`src/include/hlf_consts.svh`:
```
// Purpose: named constants of the host link block
// Assumes: 40 MHz clock
// Notes: bus command codes are the 7-bit message values
`ifndef HLF_CONSTS_SVH
`define HLF_CONSTS_SVH
// ==========================================
// clock and timing
`define CLK_HZ 40000000
`define CLK_NS 25
`define DIV_OF(b) ((`CLK_HZ + (b) / 2) / (b))
`define DIV_W 13
`define T1_NS 2000
`define T1_CYC ((`T1_NS + `CLK_NS - 1) / `CLK_NS)
`define T1_W 7
// ==========================================
// serial framing and flow control
`define FRAME_BITS 4'hA
`define STOP_BIT 4'h9
`define CHAR_XOFF 8'h13
`define CHAR_XON 8'h11
`define RXBUF_CAP 9'h100
`define XOFF_LVL (`RXBUF_CAP - `RXBUF_CAP / 9'h004)
`define XON_LVL (`RXBUF_CAP / 9'h004)
// ==========================================
// bus messages
`define CMD_GTL 7'h01
`define CMD_SDC 7'h04
`define CMD_PPC 7'h05
`define CMD_GET 7'h08
`define CMD_LLO 7'h11
`define CMD_DCL 7'h14
`define CMD_PPU 7'h15
`define CMD_SPE 7'h18
`define CMD_SPD 7'h19
`define GRP_LAG 2'h1
`define GRP_TAG 2'h2
`define ADDR_UN 5'h1F
`endif

```
`src/include/hlf_pkg.sv`:
```
// Purpose: types of the host link block
// Assumes: bus line fields are true when the message is asserted
// Notes: none
package hlf_pkg;
   // ==========================================
   // modes and states
   typedef enum logic [1:0] {
      BAUD_9600 = 2'h0,
      BAUD_19200 = 2'h1,
      BAUD_38400 = 2'h3,
      BAUD_57600 = 2'h2
   } hlf_baud_t;
   typedef enum logic [1:0] {
      AH_RDY = 2'h0,
      AH_GOT = 2'h1,
      AH_WAIT = 2'h3
   } hlf_ah_t;
   typedef enum logic [1:0] {
      SH_IDLE = 2'h0,
      SH_WAIT = 2'h1,
      SH_DAV = 2'h3,
      SH_END = 2'h2
   } hlf_sh_t;
   // ==========================================
   // bus carriers
   typedef struct packed {
      logic [7:0] dio;
      logic dav, nrfd, ndac, atn, eoi, ifc, ren;
   } hlf_bus_in_t;
   typedef struct packed {
      logic [7:0] dio;
      logic dio_oe;
      logic dav, dav_oe, nrfd, nrfd_oe, ndac, ndac_oe;
      logic eoi, eoi_oe, srq, srq_oe;
   } hlf_bus_out_t;
   // ==========================================
   // module state
   typedef struct packed {
      logic [12:0] tx_cnt;
      logic [3:0] tx_bit;
      logic [8:0] tx_sh;
      logic tx_busy, txd;
      logic [12:0] rx_cnt;
      logic [3:0] rx_bit;
      logic [7:0] rx_sh;
      logic rx_busy, rx_valid;
      logic [7:0] rx_data;
   } hlf_uart_t;
   typedef struct packed {
      logic u_start;
      logic [7:0] u_data;
      logic tx_ready, tx_held, host_paused, pend_xoff, pend_xon;
      logic rx_valid;
      logic [7:0] rx_data;
      logic talker, listener, spoll, remote, lockout;
      logic dev_clear, trigger, rqs_sent;
      hlf_ah_t ah;
      hlf_sh_t sh;
      logic [6:0] sh_cnt;
      logic sh_sp, bus_tx_ready, bus_rx_valid, bus_rx_eoi;
      logic [7:0] bus_rx_data;
      hlf_bus_out_t out;
   } hlf_main_t;
endpackage

```
`src/verilog/hlf_uart.sv`:
```
// Purpose: one 8N1 character engine, transmit and receive
// Assumes: i_div is the bit period in clocks, held stable
// Notes: a start request while busy is ignored
`timescale 1ns/100ps
`include "hlf_consts.svh"
module hlf_uart import hlf_pkg::*; (
   input wire logic i_clock,
   input wire logic i_reset_n,
   input wire logic i_ce,
   input wire logic [12:0] i_div,
   input wire logic i_rxd,
   input wire logic i_tx_start,
   input wire logic [7:0] i_tx_data,
   output logic o_txd,
   output logic o_tx_busy,
   output logic o_rx_valid,
   output logic [7:0] o_rx_data
);
   hlf_uart_t s, next_s;

   // ==========================================
   // transmitter and receiver
   always_comb begin
      next_s = s;
      next_s.rx_valid = 1'b0;
      if (!s.tx_busy) begin
         if (i_tx_start) begin
            next_s.tx_busy = 1'b1;
            next_s.tx_bit = 4'h0;
            next_s.tx_cnt = i_div - 13'h0001;
            next_s.tx_sh = {1'b1, i_tx_data};
            next_s.txd = 1'b0;
         end
      end else if (s.tx_cnt != 13'h0000) begin
         next_s.tx_cnt = s.tx_cnt - 13'h0001;
      end else begin
         next_s.tx_cnt = i_div - 13'h0001;
         next_s.tx_bit = s.tx_bit + 4'h1;
         next_s.txd = s.tx_sh[0];
         next_s.tx_sh = {1'b1, s.tx_sh[8:1]};
         if (s.tx_bit + 4'h1 == `FRAME_BITS) begin
            next_s.tx_busy = 1'b0;
            next_s.txd = 1'b1;
         end
      end
      // receiver samples each bit at its middle
      if (!s.rx_busy) begin
         if (!i_rxd) begin
            next_s.rx_busy = 1'b1;
            next_s.rx_bit = 4'h0;
            next_s.rx_cnt = {1'b0, i_div[12:1]};
         end
      end else if (s.rx_cnt != 13'h0000) begin
         next_s.rx_cnt = s.rx_cnt - 13'h0001;
      end else begin
         next_s.rx_cnt = i_div - 13'h0001;
         next_s.rx_bit = s.rx_bit + 4'h1;
         if (s.rx_bit == 4'h0) begin
            next_s.rx_busy = !i_rxd;
         end else if (s.rx_bit != `STOP_BIT) begin
            next_s.rx_sh = {i_rxd, s.rx_sh[7:1]};
         end else begin
            // a character with a bad stop bit is dropped
            next_s.rx_busy = 1'b0;
            next_s.rx_valid = i_rxd;
            if (i_rxd) begin
               next_s.rx_data = s.rx_sh;
            end
         end
      end
   end

   always_ff @(posedge i_clock or negedge i_reset_n) begin
      if (!i_reset_n) begin
         s <= '0;
         s.txd <= 1'b1;
      end else if (i_ce) begin
         s <= next_s;
      end
   end

   assign o_txd = s.txd;
   assign o_tx_busy = s.tx_busy;
   assign o_rx_valid = s.rx_valid;
   assign o_rx_data = s.rx_data;
endmodule

```
`src/verilog/hlf_link.sv`:
```
// Purpose: serial flow control and parallel bus interface functions
// Assumes: bus fields true when asserted; inputs synchronous
// Notes: text bytes pass through unchanged
// ==========================================
// Summary of operation
// - send 13H when buffer above 75%
// - after pausing, send 11H below 25%
// - received 13H halts our transmission
// - received 11H resumes pending transmission
// - full source handshake for sending bytes
// - full acceptor handshake for receiving bytes
// - talker once addressed to talk
// - serial poll returns the status byte
// - no talk-only mode
// - own listen address ends talker state
// - listener once addressed to listen
// - no listen-only mode
// - own talk address ends listener state
// - service request when attention needed
// - remote, local and lockout handling
// - parallel poll is never answered
// - universal and selected device clear
// - group trigger while addressed listener
// - no controller functions at all
// - text is passed as ASCII bytes
// - four selectable baud rates
// - full duplex start/stop framing
`timescale 1ns/100ps
`include "hlf_consts.svh"
module hlf_link import hlf_pkg::*; #(
   parameter int P_DIV_9600 = `DIV_OF(9600)
) (
   input wire logic i_clock,
   input wire logic i_reset_n,
   input wire logic i_ce,
   input wire logic i_rxd,
   output logic o_txd,
   input wire hlf_baud_t i_baud,
   input wire logic i_flow_en,
   input wire logic [8:0] i_rx_level,
   input wire logic i_tx_valid,
   input wire logic [7:0] i_tx_data,
   output logic o_tx_ready,
   output logic o_rx_valid,
   output logic [7:0] o_rx_data,
   output logic o_tx_held,
   output logic o_host_paused,
   input wire logic [4:0] i_my_addr,
   input wire hlf_bus_in_t i_bus,
   output hlf_bus_out_t o_bus,
   input wire logic [7:0] i_stb,
   input wire logic i_srq_req,
   input wire logic i_rtl,
   input wire logic i_bus_tx_valid,
   input wire logic [7:0] i_bus_tx_data,
   input wire logic i_bus_tx_eoi,
   output logic o_bus_tx_ready,
   output logic o_bus_rx_valid,
   output logic [7:0] o_bus_rx_data,
   output logic o_bus_rx_eoi,
   output logic o_talker,
   output logic o_listener,
   output logic o_spoll,
   output logic o_remote,
   output logic o_lockout,
   output logic o_dev_clear,
   output logic o_trigger
);
   hlf_main_t s, next_s;
   logic [12:0] div;
   logic u_busy, u_rx_valid;
   logic [7:0] u_rx_data;
   logic idle, act;
   logic [6:0] cmd;

   // ==========================================
   // serial character engine
   always_comb begin
      case (i_baud)
         BAUD_9600: div = 13'(P_DIV_9600);
         BAUD_19200: div = 13'(`DIV_OF(19200));
         BAUD_38400: div = 13'(`DIV_OF(38400));
         default: div = 13'(`DIV_OF(57600));
      endcase
   end

   hlf_uart u_uart (
      .i_clock(i_clock),
      .i_reset_n(i_reset_n),
      .i_ce(i_ce),
      .i_div(div),
      .i_rxd(i_rxd),
      .i_tx_start(s.u_start),
      .i_tx_data(s.u_data),
      .o_txd(o_txd),
      .o_tx_busy(u_busy),
      .o_rx_valid(u_rx_valid),
      .o_rx_data(u_rx_data)
   );

   assign idle = !u_busy && !s.u_start;
   assign act = i_bus.atn || s.listener;
   assign cmd = i_bus.dio[6:0];

   // ==========================================
   // next state
   always_comb begin
      next_s = s;
      next_s.u_start = 1'b0;
      next_s.rx_valid = 1'b0;
      next_s.dev_clear = 1'b0;
      next_s.trigger = 1'b0;
      next_s.bus_tx_ready = 1'b0;
      next_s.bus_rx_valid = 1'b0;

      // ---- serial receive path
      if (u_rx_valid) begin
         if (i_flow_en && u_rx_data == `CHAR_XOFF) begin
            next_s.tx_held = 1'b1;
         end else if (i_flow_en && u_rx_data == `CHAR_XON) begin
            next_s.tx_held = 1'b0;
         end else begin
            next_s.rx_valid = 1'b1;
            next_s.rx_data = u_rx_data;
         end
      end

      // ---- throttling the host by buffer level
      if (i_flow_en) begin
         if (!s.host_paused && i_rx_level > `XOFF_LVL) begin
            next_s.host_paused = 1'b1;
            next_s.pend_xoff = 1'b1;
            next_s.pend_xon = 1'b0;
         end else if (s.host_paused && i_rx_level < `XON_LVL) begin
            next_s.host_paused = 1'b0;
            next_s.pend_xon = 1'b1;
            next_s.pend_xoff = 1'b0;
         end
      end

      // ---- serial transmit: flow codes go ahead of data
      if (idle && s.pend_xoff) begin
         next_s.u_start = 1'b1;
         next_s.u_data = `CHAR_XOFF;
         next_s.pend_xoff = 1'b0;
      end else if (idle && s.pend_xon) begin
         next_s.u_start = 1'b1;
         next_s.u_data = `CHAR_XON;
         next_s.pend_xon = 1'b0;
      end else if (s.tx_ready && i_tx_valid) begin
         next_s.u_start = 1'b1;
         next_s.u_data = i_tx_data;
      end

      if (!i_flow_en) begin
         next_s.tx_held = 1'b0;
         next_s.host_paused = 1'b0;
         next_s.pend_xoff = 1'b0;
         next_s.pend_xon = 1'b0;
      end
      // held data waits; a character already started still completes
      next_s.tx_ready = !next_s.tx_held && !next_s.pend_xoff && !next_s.pend_xon
         && !next_s.u_start && !s.u_start && !u_busy;

      // ---- acceptor handshake, commands and listener data
      case (s.ah)
         AH_RDY: begin
            if (act && i_bus.dav) begin
               next_s.ah = AH_GOT;
               if (i_bus.atn) begin
                  if (cmd[6:5] == `GRP_LAG) begin
                     if (cmd[4:0] == i_my_addr) begin
                        next_s.listener = 1'b1;
                        next_s.talker = 1'b0;
                        next_s.remote = i_bus.ren;
                     end else if (cmd[4:0] == `ADDR_UN) begin
                        next_s.listener = 1'b0;
                     end
                  end else if (cmd[6:5] == `GRP_TAG) begin
                     // any other talk address also unaddresses us
                     next_s.talker = cmd[4:0] == i_my_addr;
                     if (cmd[4:0] == i_my_addr) begin
                        next_s.listener = 1'b0;
                     end
                  end else if (cmd == `CMD_DCL) begin
                     next_s.dev_clear = 1'b1;
                  end else if (cmd == `CMD_SDC) begin
                     next_s.dev_clear = s.listener;
                  end else if (cmd == `CMD_GET) begin
                     next_s.trigger = s.listener;
                  end else if (cmd == `CMD_LLO) begin
                     next_s.lockout = 1'b1;
                  end else if (cmd == `CMD_GTL) begin
                     if (s.listener) begin
                        next_s.remote = 1'b0;
                     end
                  end else if (cmd == `CMD_SPE) begin
                     next_s.spoll = 1'b1;
                  end else if (cmd == `CMD_SPD) begin
                     next_s.spoll = 1'b0;
                  end else if (cmd == `CMD_PPC || cmd == `CMD_PPU) begin
                     next_s.spoll = s.spoll;
                  end
               end else begin
                  next_s.bus_rx_valid = 1'b1;
                  next_s.bus_rx_data = i_bus.dio;
                  next_s.bus_rx_eoi = i_bus.eoi;
               end
            end
         end
         AH_GOT: begin
            next_s.ah = AH_WAIT;
         end
         AH_WAIT: begin
            if (!i_bus.dav) begin
               next_s.ah = AH_RDY;
            end
         end
         default: begin
            next_s.ah = AH_RDY;
         end
      endcase

      // ---- source handshake for talker data and poll status
      case (s.sh)
         SH_IDLE: begin
            if (s.talker && !i_bus.atn) begin
               if (s.spoll) begin
                  next_s.sh = SH_WAIT;
                  next_s.sh_sp = 1'b1;
                  next_s.out.dio = {i_stb[7], s.out.srq_oe, i_stb[5:0]};
                  next_s.out.eoi_oe = 1'b1;
                  next_s.sh_cnt = 7'(`T1_CYC);
               end else if (i_bus_tx_valid) begin
                  next_s.sh = SH_WAIT;
                  next_s.sh_sp = 1'b0;
                  next_s.bus_tx_ready = 1'b1;
                  next_s.out.dio = i_bus_tx_data;
                  next_s.out.eoi_oe = i_bus_tx_eoi;
                  next_s.sh_cnt = 7'(`T1_CYC);
               end
            end
         end
         SH_WAIT: begin
            // data settles on the lines before the valid strobe
            if (s.sh_cnt != 7'h00) begin
               next_s.sh_cnt = s.sh_cnt - 7'h01;
            end else if (!i_bus.nrfd) begin
               next_s.sh = SH_DAV;
            end
         end
         SH_DAV: begin
            if (!i_bus.ndac) begin
               next_s.sh = SH_END;
               if (s.sh_sp && s.out.srq_oe) begin
                  next_s.rqs_sent = 1'b1;
               end
            end
         end
         default: begin
            next_s.sh = SH_IDLE;
         end
      endcase
      if (i_bus.atn || !s.talker) begin
         next_s.sh = SH_IDLE;
      end

      // ---- remote/local, clear and service request
      if (i_rtl && !s.lockout) begin
         next_s.remote = 1'b0;
      end
      if (!i_bus.ren) begin
         next_s.remote = 1'b0;
         next_s.lockout = 1'b0;
      end
      if (!i_srq_req) begin
         next_s.rqs_sent = 1'b0;
      end
      if (i_bus.ifc) begin
         next_s.talker = 1'b0;
         next_s.listener = 1'b0;
         next_s.spoll = 1'b0;
         next_s.sh = SH_IDLE;
      end
      if (next_s.dev_clear) begin
         next_s.sh = SH_IDLE;
      end

      // ---- registered bus drivers, open drain lines pull true
      next_s.out.dio_oe = next_s.sh != SH_IDLE;
      next_s.out.dav = 1'b1;
      next_s.out.dav_oe = next_s.sh == SH_DAV;
      next_s.out.eoi = 1'b1;
      next_s.out.eoi_oe = next_s.out.eoi_oe && next_s.out.dio_oe;
      next_s.out.nrfd = 1'b1;
      next_s.out.nrfd_oe = act && next_s.ah != AH_RDY;
      next_s.out.ndac = 1'b1;
      next_s.out.ndac_oe = act && next_s.ah != AH_WAIT;
      next_s.out.srq = 1'b1;
      next_s.out.srq_oe = i_srq_req && !next_s.rqs_sent;
   end

   always_ff @(posedge i_clock or negedge i_reset_n) begin
      if (!i_reset_n) begin
         s <= '0;
      end else if (i_ce) begin
         s <= next_s;
      end
   end

   assign o_tx_ready = s.tx_ready;
   assign o_rx_valid = s.rx_valid;
   assign o_rx_data = s.rx_data;
   assign o_tx_held = s.tx_held;
   assign o_host_paused = s.host_paused;
   assign o_bus = s.out;
   assign o_bus_tx_ready = s.bus_tx_ready;
   assign o_bus_rx_valid = s.bus_rx_valid;
   assign o_bus_rx_data = s.bus_rx_data;
   assign o_bus_rx_eoi = s.bus_rx_eoi;
   assign o_talker = s.talker;
   assign o_listener = s.listener;
   assign o_spoll = s.spoll;
   assign o_remote = s.remote;
   assign o_lockout = s.lockout;
   assign o_dev_clear = s.dev_clear;
   assign o_trigger = s.trigger;
endmodule

```
`config.mk`:
```
export PLATFORM = sky130hd
export DESIGN_NAME = hlf_link
export DESIGN_NICKNAME = d
export VERILOG_FILES = /design/src/include/hlf_pkg.sv /design/src/verilog/hlf_uart.sv /design/src/verilog/hlf_link.sv
export VERILOG_INCLUDE_DIRS = /design/src /design/src/include
export SDC_FILE = /design/constraint.sdc
export NUM_CORES = 1
export LEC_CHECK = 0
export BUFFER_PORTS_ARGS = -buffer_cell sky130_fd_sc_hd__buf_2
export CORE_UTILIZATION = 45
export DETAILED_ROUTE_END_ITERATION = 6
export HOLD_SLACK_MARGIN = 0.15
export PLACE_DENSITY = 0.64
export SYNTH_ARGS = -nofsm -noshare
export SYNTH_HDL_FRONTEND = slang
export SYNTH_HIERARCHICAL = 1
export SYNTH_SLANG_ARGS = --single-unit
```
`constraint.sdc`:
```
create_clock -name i_clock -period 7.8 [get_ports i_clock]
set_clock_uncertainty 0.05 [all_clocks]
set_input_delay 0.39 -clock i_clock [delete_from_list [all_inputs] [get_ports i_clock]]
set_output_delay 0.39 -clock i_clock [all_outputs]
set_load 0.005 [all_outputs]
```
# Word level (Yosys, flattened, before mapping)
# Cells that the tools add are included.
[op_classes] bitwise_logic=6 n_mux=95 n_eq_ne=58 reduce_logical=72 order_cmp=2 add_sub_neg=6
[ops] operator="$mux 9" n=8
[ops] operator="$mux 28" n=2
[ops] operator="$mux 10" n=5
[ops] operator="$mux 8" n=5
[ops] operator="$pmux 13 s3" n=1
[ops] operator="$sub 13x1->13 const B" n=3
[ops] operator="$mux 1" n=37
[ops] operator="$mux 17" n=2
[ops] operator="$ne 2x2->1 const B" n=17
[ops] operator="$eq 7x5->1 const B" n=4
[ops] operator="$mux 7" n=4
[ops] operator="$mux 13" n=2
[ops] operator="$mux 2" n=13
[ops] operator="$reduce_bool 13->1" n=2
[ops] operator="$reduce_and 12->1" n=2
[ops] operator="$mux 11" n=2
[ops] operator="$mux 22" n=1
[ops] operator="$logic_and 1x1->1" n=21
[ops] operator="$mux 3" n=7
[ops] operator="$ne 4x3->1 const B" n=5
[ops] operator="$eq 8x5->1 const B" n=2
[ops] operator="$reduce_bool 2->1" n=8
[ops] operator="$mux 15" n=1
[ops] operator="$reduce_bool 3->1" n=5
[ops] operator="36 further kinds" n=80
[word_totals] ff_bits=132 in_bits=65

# Longest topological paths before layout
[logic_depth] ltp_word=16 depth_mapped=11 depth_no_buf=11

# Cells and area by module
# The synthesis kept the hierarchy.
[modules_own_cells] module="hlf_link" area_per_inst_um2=3757.4 cells_each=366 instances=1 seq_area_each_um2=1726.7
[modules_own_cells] module="hlf_uart" area_per_inst_um2=3749.8 cells_each=401 instances=1 seq_area_each_um2=1577.8

# Worst setup path after synthesis
# OpenSTA, ideal clock, no wires.
[synth_timing] path_type="reg2reg" start="reg u_uart/s[27] in the netlist's numbering" end="reg u_uart.s (netlist bit u_uart/o_rx_data[0])" synth_period_minus_slack_ns=2.581 arrival_ns=2.406 stages_incl_launch_ff=8 slack_ns=5.219 t_required_ns=7.625 path_cell_list="dfrtp_1 or4_1 buf_2 or4_4 buf_6 nor2_4 nand4b_4 mux2_4"
[synth_between] elab_chain_len=3
[synth_lines] element="start, declared" line_no="hlf_uart.sv:19" rtl="hlf_uart_t s, next_s;"
[synth_lines] element="start signal, assigned" line_no="hlf_uart.sv:78" rtl="s <= next_s;"
[synth_lines] element="$reduce_bool 13->1" line_no="hlf_uart.sv:53" rtl="end else if (s.rx_cnt != 13'h0000) begin"
[synth_lines] element="$not 1->1 (no line)"
[synth_lines] element="$reduce_and 6->1 (no line)"
# No other way between the ends.
# A chain may end at the register's enable or synchronous reset.

# Worst setup path in the final report
[layout_timing] start="reg u_uart/s[22] in the netlist's numbering" end="reg u_uart/s[14] in the netlist's numbering"
[layout_between] elab_chain_len=3
[layout_lines] element="$reduce_bool 13->1" line_no="hlf_uart.sv:53"
[layout_lines] element="$not 1->1 (no line)"
[layout_lines] element="$reduce_and 5->1 (no line)"
# No other way between the ends.

==> flow_summary_export.csv <==
group,metric,value,unit
sta,hold_violations,0,
place,place_ws,4.781,ns
logic_synthesis,syn_avg_cell_area,9.788,µm²
logic_synthesis,syn-instance-count,767,
clock_tree,cts_buffer_depth,2,
critical_path,endpoint,"u_uart/s[14]$_DFFE_PN0P_",
sta,period_minus_slack,3.014,ns
logic_synthesis,syn_area,7507,µm²
detailed_routing,vias,6135,
pwr,p_int,1.458,mW
pwr,p_sw_share,31.37,%
die,core-area,16060,µm²
critical_path,critPathRequiredTime,8.05,ns
pwr,power.density,244.2,nW/µm²
detailed_routing,wl_per_cell,15.99,µm
critical_path,slowest_delay,0.63,ns
pwr,comb_power_share,19.9,%
critical_path,worstRegToRegCells,7,
sta,setup_tns,0,ns
detailed_routing,drt-total-wl,17.36,mm
critical_path,arrival,3.26,ns
die,die_area,17200,µm²
place,gp_congestion,0.8879,
logic_synthesis,synth-async-reset-ratio,100.0,%
pwr,p_switching,0.6664,mW
sta,setup_ws,4.786,ns
clock_tree,path_clk_slew,0.06,ns
logic_synthesis,yosys_warnings,6,
detailed_routing,vias_per_cell,5.649,
critical_path,cp_cell_sequence,"inv_1, ha_1, or3b_2, nor4_1, nand2_1, nor2_4, mux2_2",
sta,rsz0062_at_grt,"no",
layout,final_core_util,54.19,%
place,io_buffer_count,113,
layout,nFillCells,1433,
global_routing,gr-usage-all-layers,20.91,%
critical_path,critPathCaptureType,"flop",
pwr,pwr-share-seq,42.6,%
critical_path,crit_type,"flop to flop",
critical_path,cp-start-kind,"flop",
logic_synthesis,synth_flop_cell,"dfrtp_1",
clock_tree,cts_setup_buffers,0,
critical_path,cp.depth,7,
sta,fmax,0.3317,GHz
pwr,peakVddDrop,155.3,µV
critical_path,r2r-start,"u_uart/s[22]$_DFFE_PN0P_",
clock_tree,clk_latency,0.42,ns
layout,area_growth,15.92,%
detailed_routing,drcViolationCount,0,
min_path,hold_path_class,"primary input to flop",
place,dp_hpwl,12.15,mm
critical_path,path_max_fanout,8,
sta,worst_pin_slew,0.9481,ns
global_routing,antenna_found_initial,0,
detailed_routing,first_pass_iters,5,
critical_path,r2r-end,"u_uart/s[14]$_DFFE_PN0P_",
critical_path,crit_family,"simple AND/OR/NAND/NOR gates",
sta,setup_viol,0,
die,die_h,131.2,µm
global_routing,grt_max_degree,78,
run_status,status,"finished, final reports clean",
layout,stdcell_count,1086,
clock_tree,cts.sink_count,132,
global_routing,grt_pass1_vias,6012,
logic_synthesis,ys_seq_area_share,44.02,%
pwr,finalPower,2.125,mW
layout,nets,941,
sta,finalMaxSlewViolations,0,
clock_tree,root_buffer,"clkbuf_16",
detailed_routing,dr.first_iter.drc_count,352,
job,cap_violations,0,
clock_tree,cts_tree,"done",
clock_tree,cts_made_buffers,17,
detailed_routing,antenna_left,0,
clock_tree,h-tree-depth,4,
logic_synthesis,synth_edf_count,0,
global_routing,overflow,0,
pwr,leakage,3.991,nW
layout,diodes,0,
layout,drive_above_1_share,24.94,%
critical_path,critPathSlowestCell,"nor4_1",
die,rows,46,
global_routing,grt_first_pass_wirelength,29.36,mm
logic_synthesis,ys_seq_elements,132,
sta,slew_headroom,36.79,%
logic_synthesis,yosysUniqueCellTypes,85,
critical_path,rrSetupSlack,4.79,ns
die,start_util,46.75,%
pwr,pwr-share-clk,37.4,%
die,die_x,131.2,µm
sta,fin_crit_sh,38.65,%
critical_path,path_buf_inv,1,
place,numPlacedInstances,1044,
critical_path,startpoint,"u_uart/s[22]$_DFFE_PN0P_",
die,io_pins,115,
[cells in the final DEF, fill, tap and decap left out, types with 8 or more instances in the layout]
cell type        n
ha_1            19
o211ai_1         8
dfrtp_1        131
nor2_1          59
a22oi_1          9
mux2_2          28
dlygate4sd3_1   10
mux2i_1          9
nand2_1         60
buf_2          112
nor3_1          16
conb_1          15
a22o_1          11
a21oi_1         39
mux2_4           8
nor4_1          15
xnor2_1         10
or4_1            8
and2_1           8
a31oi_1          9
inv_1           30
nand3_1         18
clkbuf_16       17
xor2_1           8
o21ai_0         55
[worst min-delay path by stage]
stage | startpoint | to | slack, ns | cells after the start
floorplan | i_reset_n | o_bus[0]$_DFFE_PN0P_ | 0.04 | 0
global placement | u_uart/s[45]$_DFFE_PN0P_ | u_uart/s[45]$_DFFE_PN0P_ | 0.41 | 1
detailed placement | u_uart/o_txd$_DFFE_PN1P_ | u_uart/o_txd$_DFFE_PN1P_ | 0.42 | 2
CTS | i_bus[0] | o_lockout$_DFFE_PN0P_ | 0.18 | 3
global route | i_bus[0] | o_lockout$_DFFE_PN0P_ | 0.19 | 3
finish | i_bus[0] | o_lockout$_DFFE_PN0P_ | 0.19 | 3
[sequential cells by signal, indices dropped and copies added, names as in the netlist, 8 cells and up]
name,cells
s,24
u_uart/o_rx_data,8
o_bus_rx_data,8
o_rx_data,8
o_bus,15
u_uart/s,52
[power by group through the flow]
| stage | Combinational (mW) | Sequential [mW] | Clock [mW] |
|---|---|---|---|
| after floorplan | 0.315 | 0.880 | 0 |
| after global placement | 0.395 | 0.906 | 0 |
| after detailed placement | 0.416 | 0.912 | 0 |
| after CTS | 0.421 | 0.902 | 0.809 |
| after global routing | 0.474 | 0.921 | 0.841 |
| final | 0.423 | 0.906 | 0.795 |
[synth_stat cells, drive strengths merged (9+ instances only)]
master	count	area share (%)
mux2i	9	1.2
buf	52	5.0
o21ai	57	3.8
nor2	63	3.4
nand2	60	3.0
nand3	18	1.2
a22o	12	1.4
xnor2	10	1.2
a31oi	9	0.75
nor4	17	1.6
or4	9	0.95
mux2	36	5.8
nor3	17	1.2
dfrtp	131	44
inv	30	1.5
a21oi	39	2.6
ha	19	3.2
clkbuf	18	0.90
a22oi	9	0.90
[tightest hold or removal path: cells and delay by family]
family,cells,cell delay [ns]
compound gates,1,0.07
buf+inv,1,0.10
simple gates,1,0.06
[per-stage QoR]
stage               hold slack [ns]  area (µm²)
floorplan                   0.04441        7556
global placement             0.4068        8006
detailed placement           0.4247        8006
CTS                          0.1769        8702
global route                 0.1885        8702
finish                       0.1911        8702
[layer usage]
layer | vias up | share of wire [%] | GRT usage [%]
met2 | 211 | 48 | 34.22
met4 | 0 | 1.7 | 7.778
met3 | 28 | 5.2 | 5.054
li1 | 2935 | - | -
met5 | - | 0 | 0
met1 | 2961 | 45 | 26.74
[what timing repair did]
action	CTS	global route
hold buffers	10	0
hold endpoints to repair	63	0
resized for setup	0	0
[area by class of cell]
type / count / area, µm² / area share [%]
multi-input cells: 548 / 3714 / 42.67
flip-flops and latches: 132 / 3304 / 37.97
repair buffers: 128 / 705.7 / 8.109
clock buffers: 18 / 439.2 / 5.047
well taps: 216 / 270.3 / 3.106
clock inverters: 14 / 156.4 / 1.797
inverters: 30 / 112.6 / 1.294
[cell families (layout without fill, tap and decap cells)]
group | Yosys count | in the layout | share of synthesized area, %
buffers and inverters | 100 | 190 | 7.350
adders and majority gates | 20 | 20 | 3.300
AOI/OAI and AO/OA | 201 | 201 | 18.18
and+or+nand+nor | 249 | 249 | 17.95
DFF | 132 | 132 | 44.02
xor gates and xnor gates | 18 | 18 | 2.100
muxes | 45 | 45 | 7.000
other | 2 | 15 | 0.1000
Note: power is estimated with default switching activity, not from simulation.
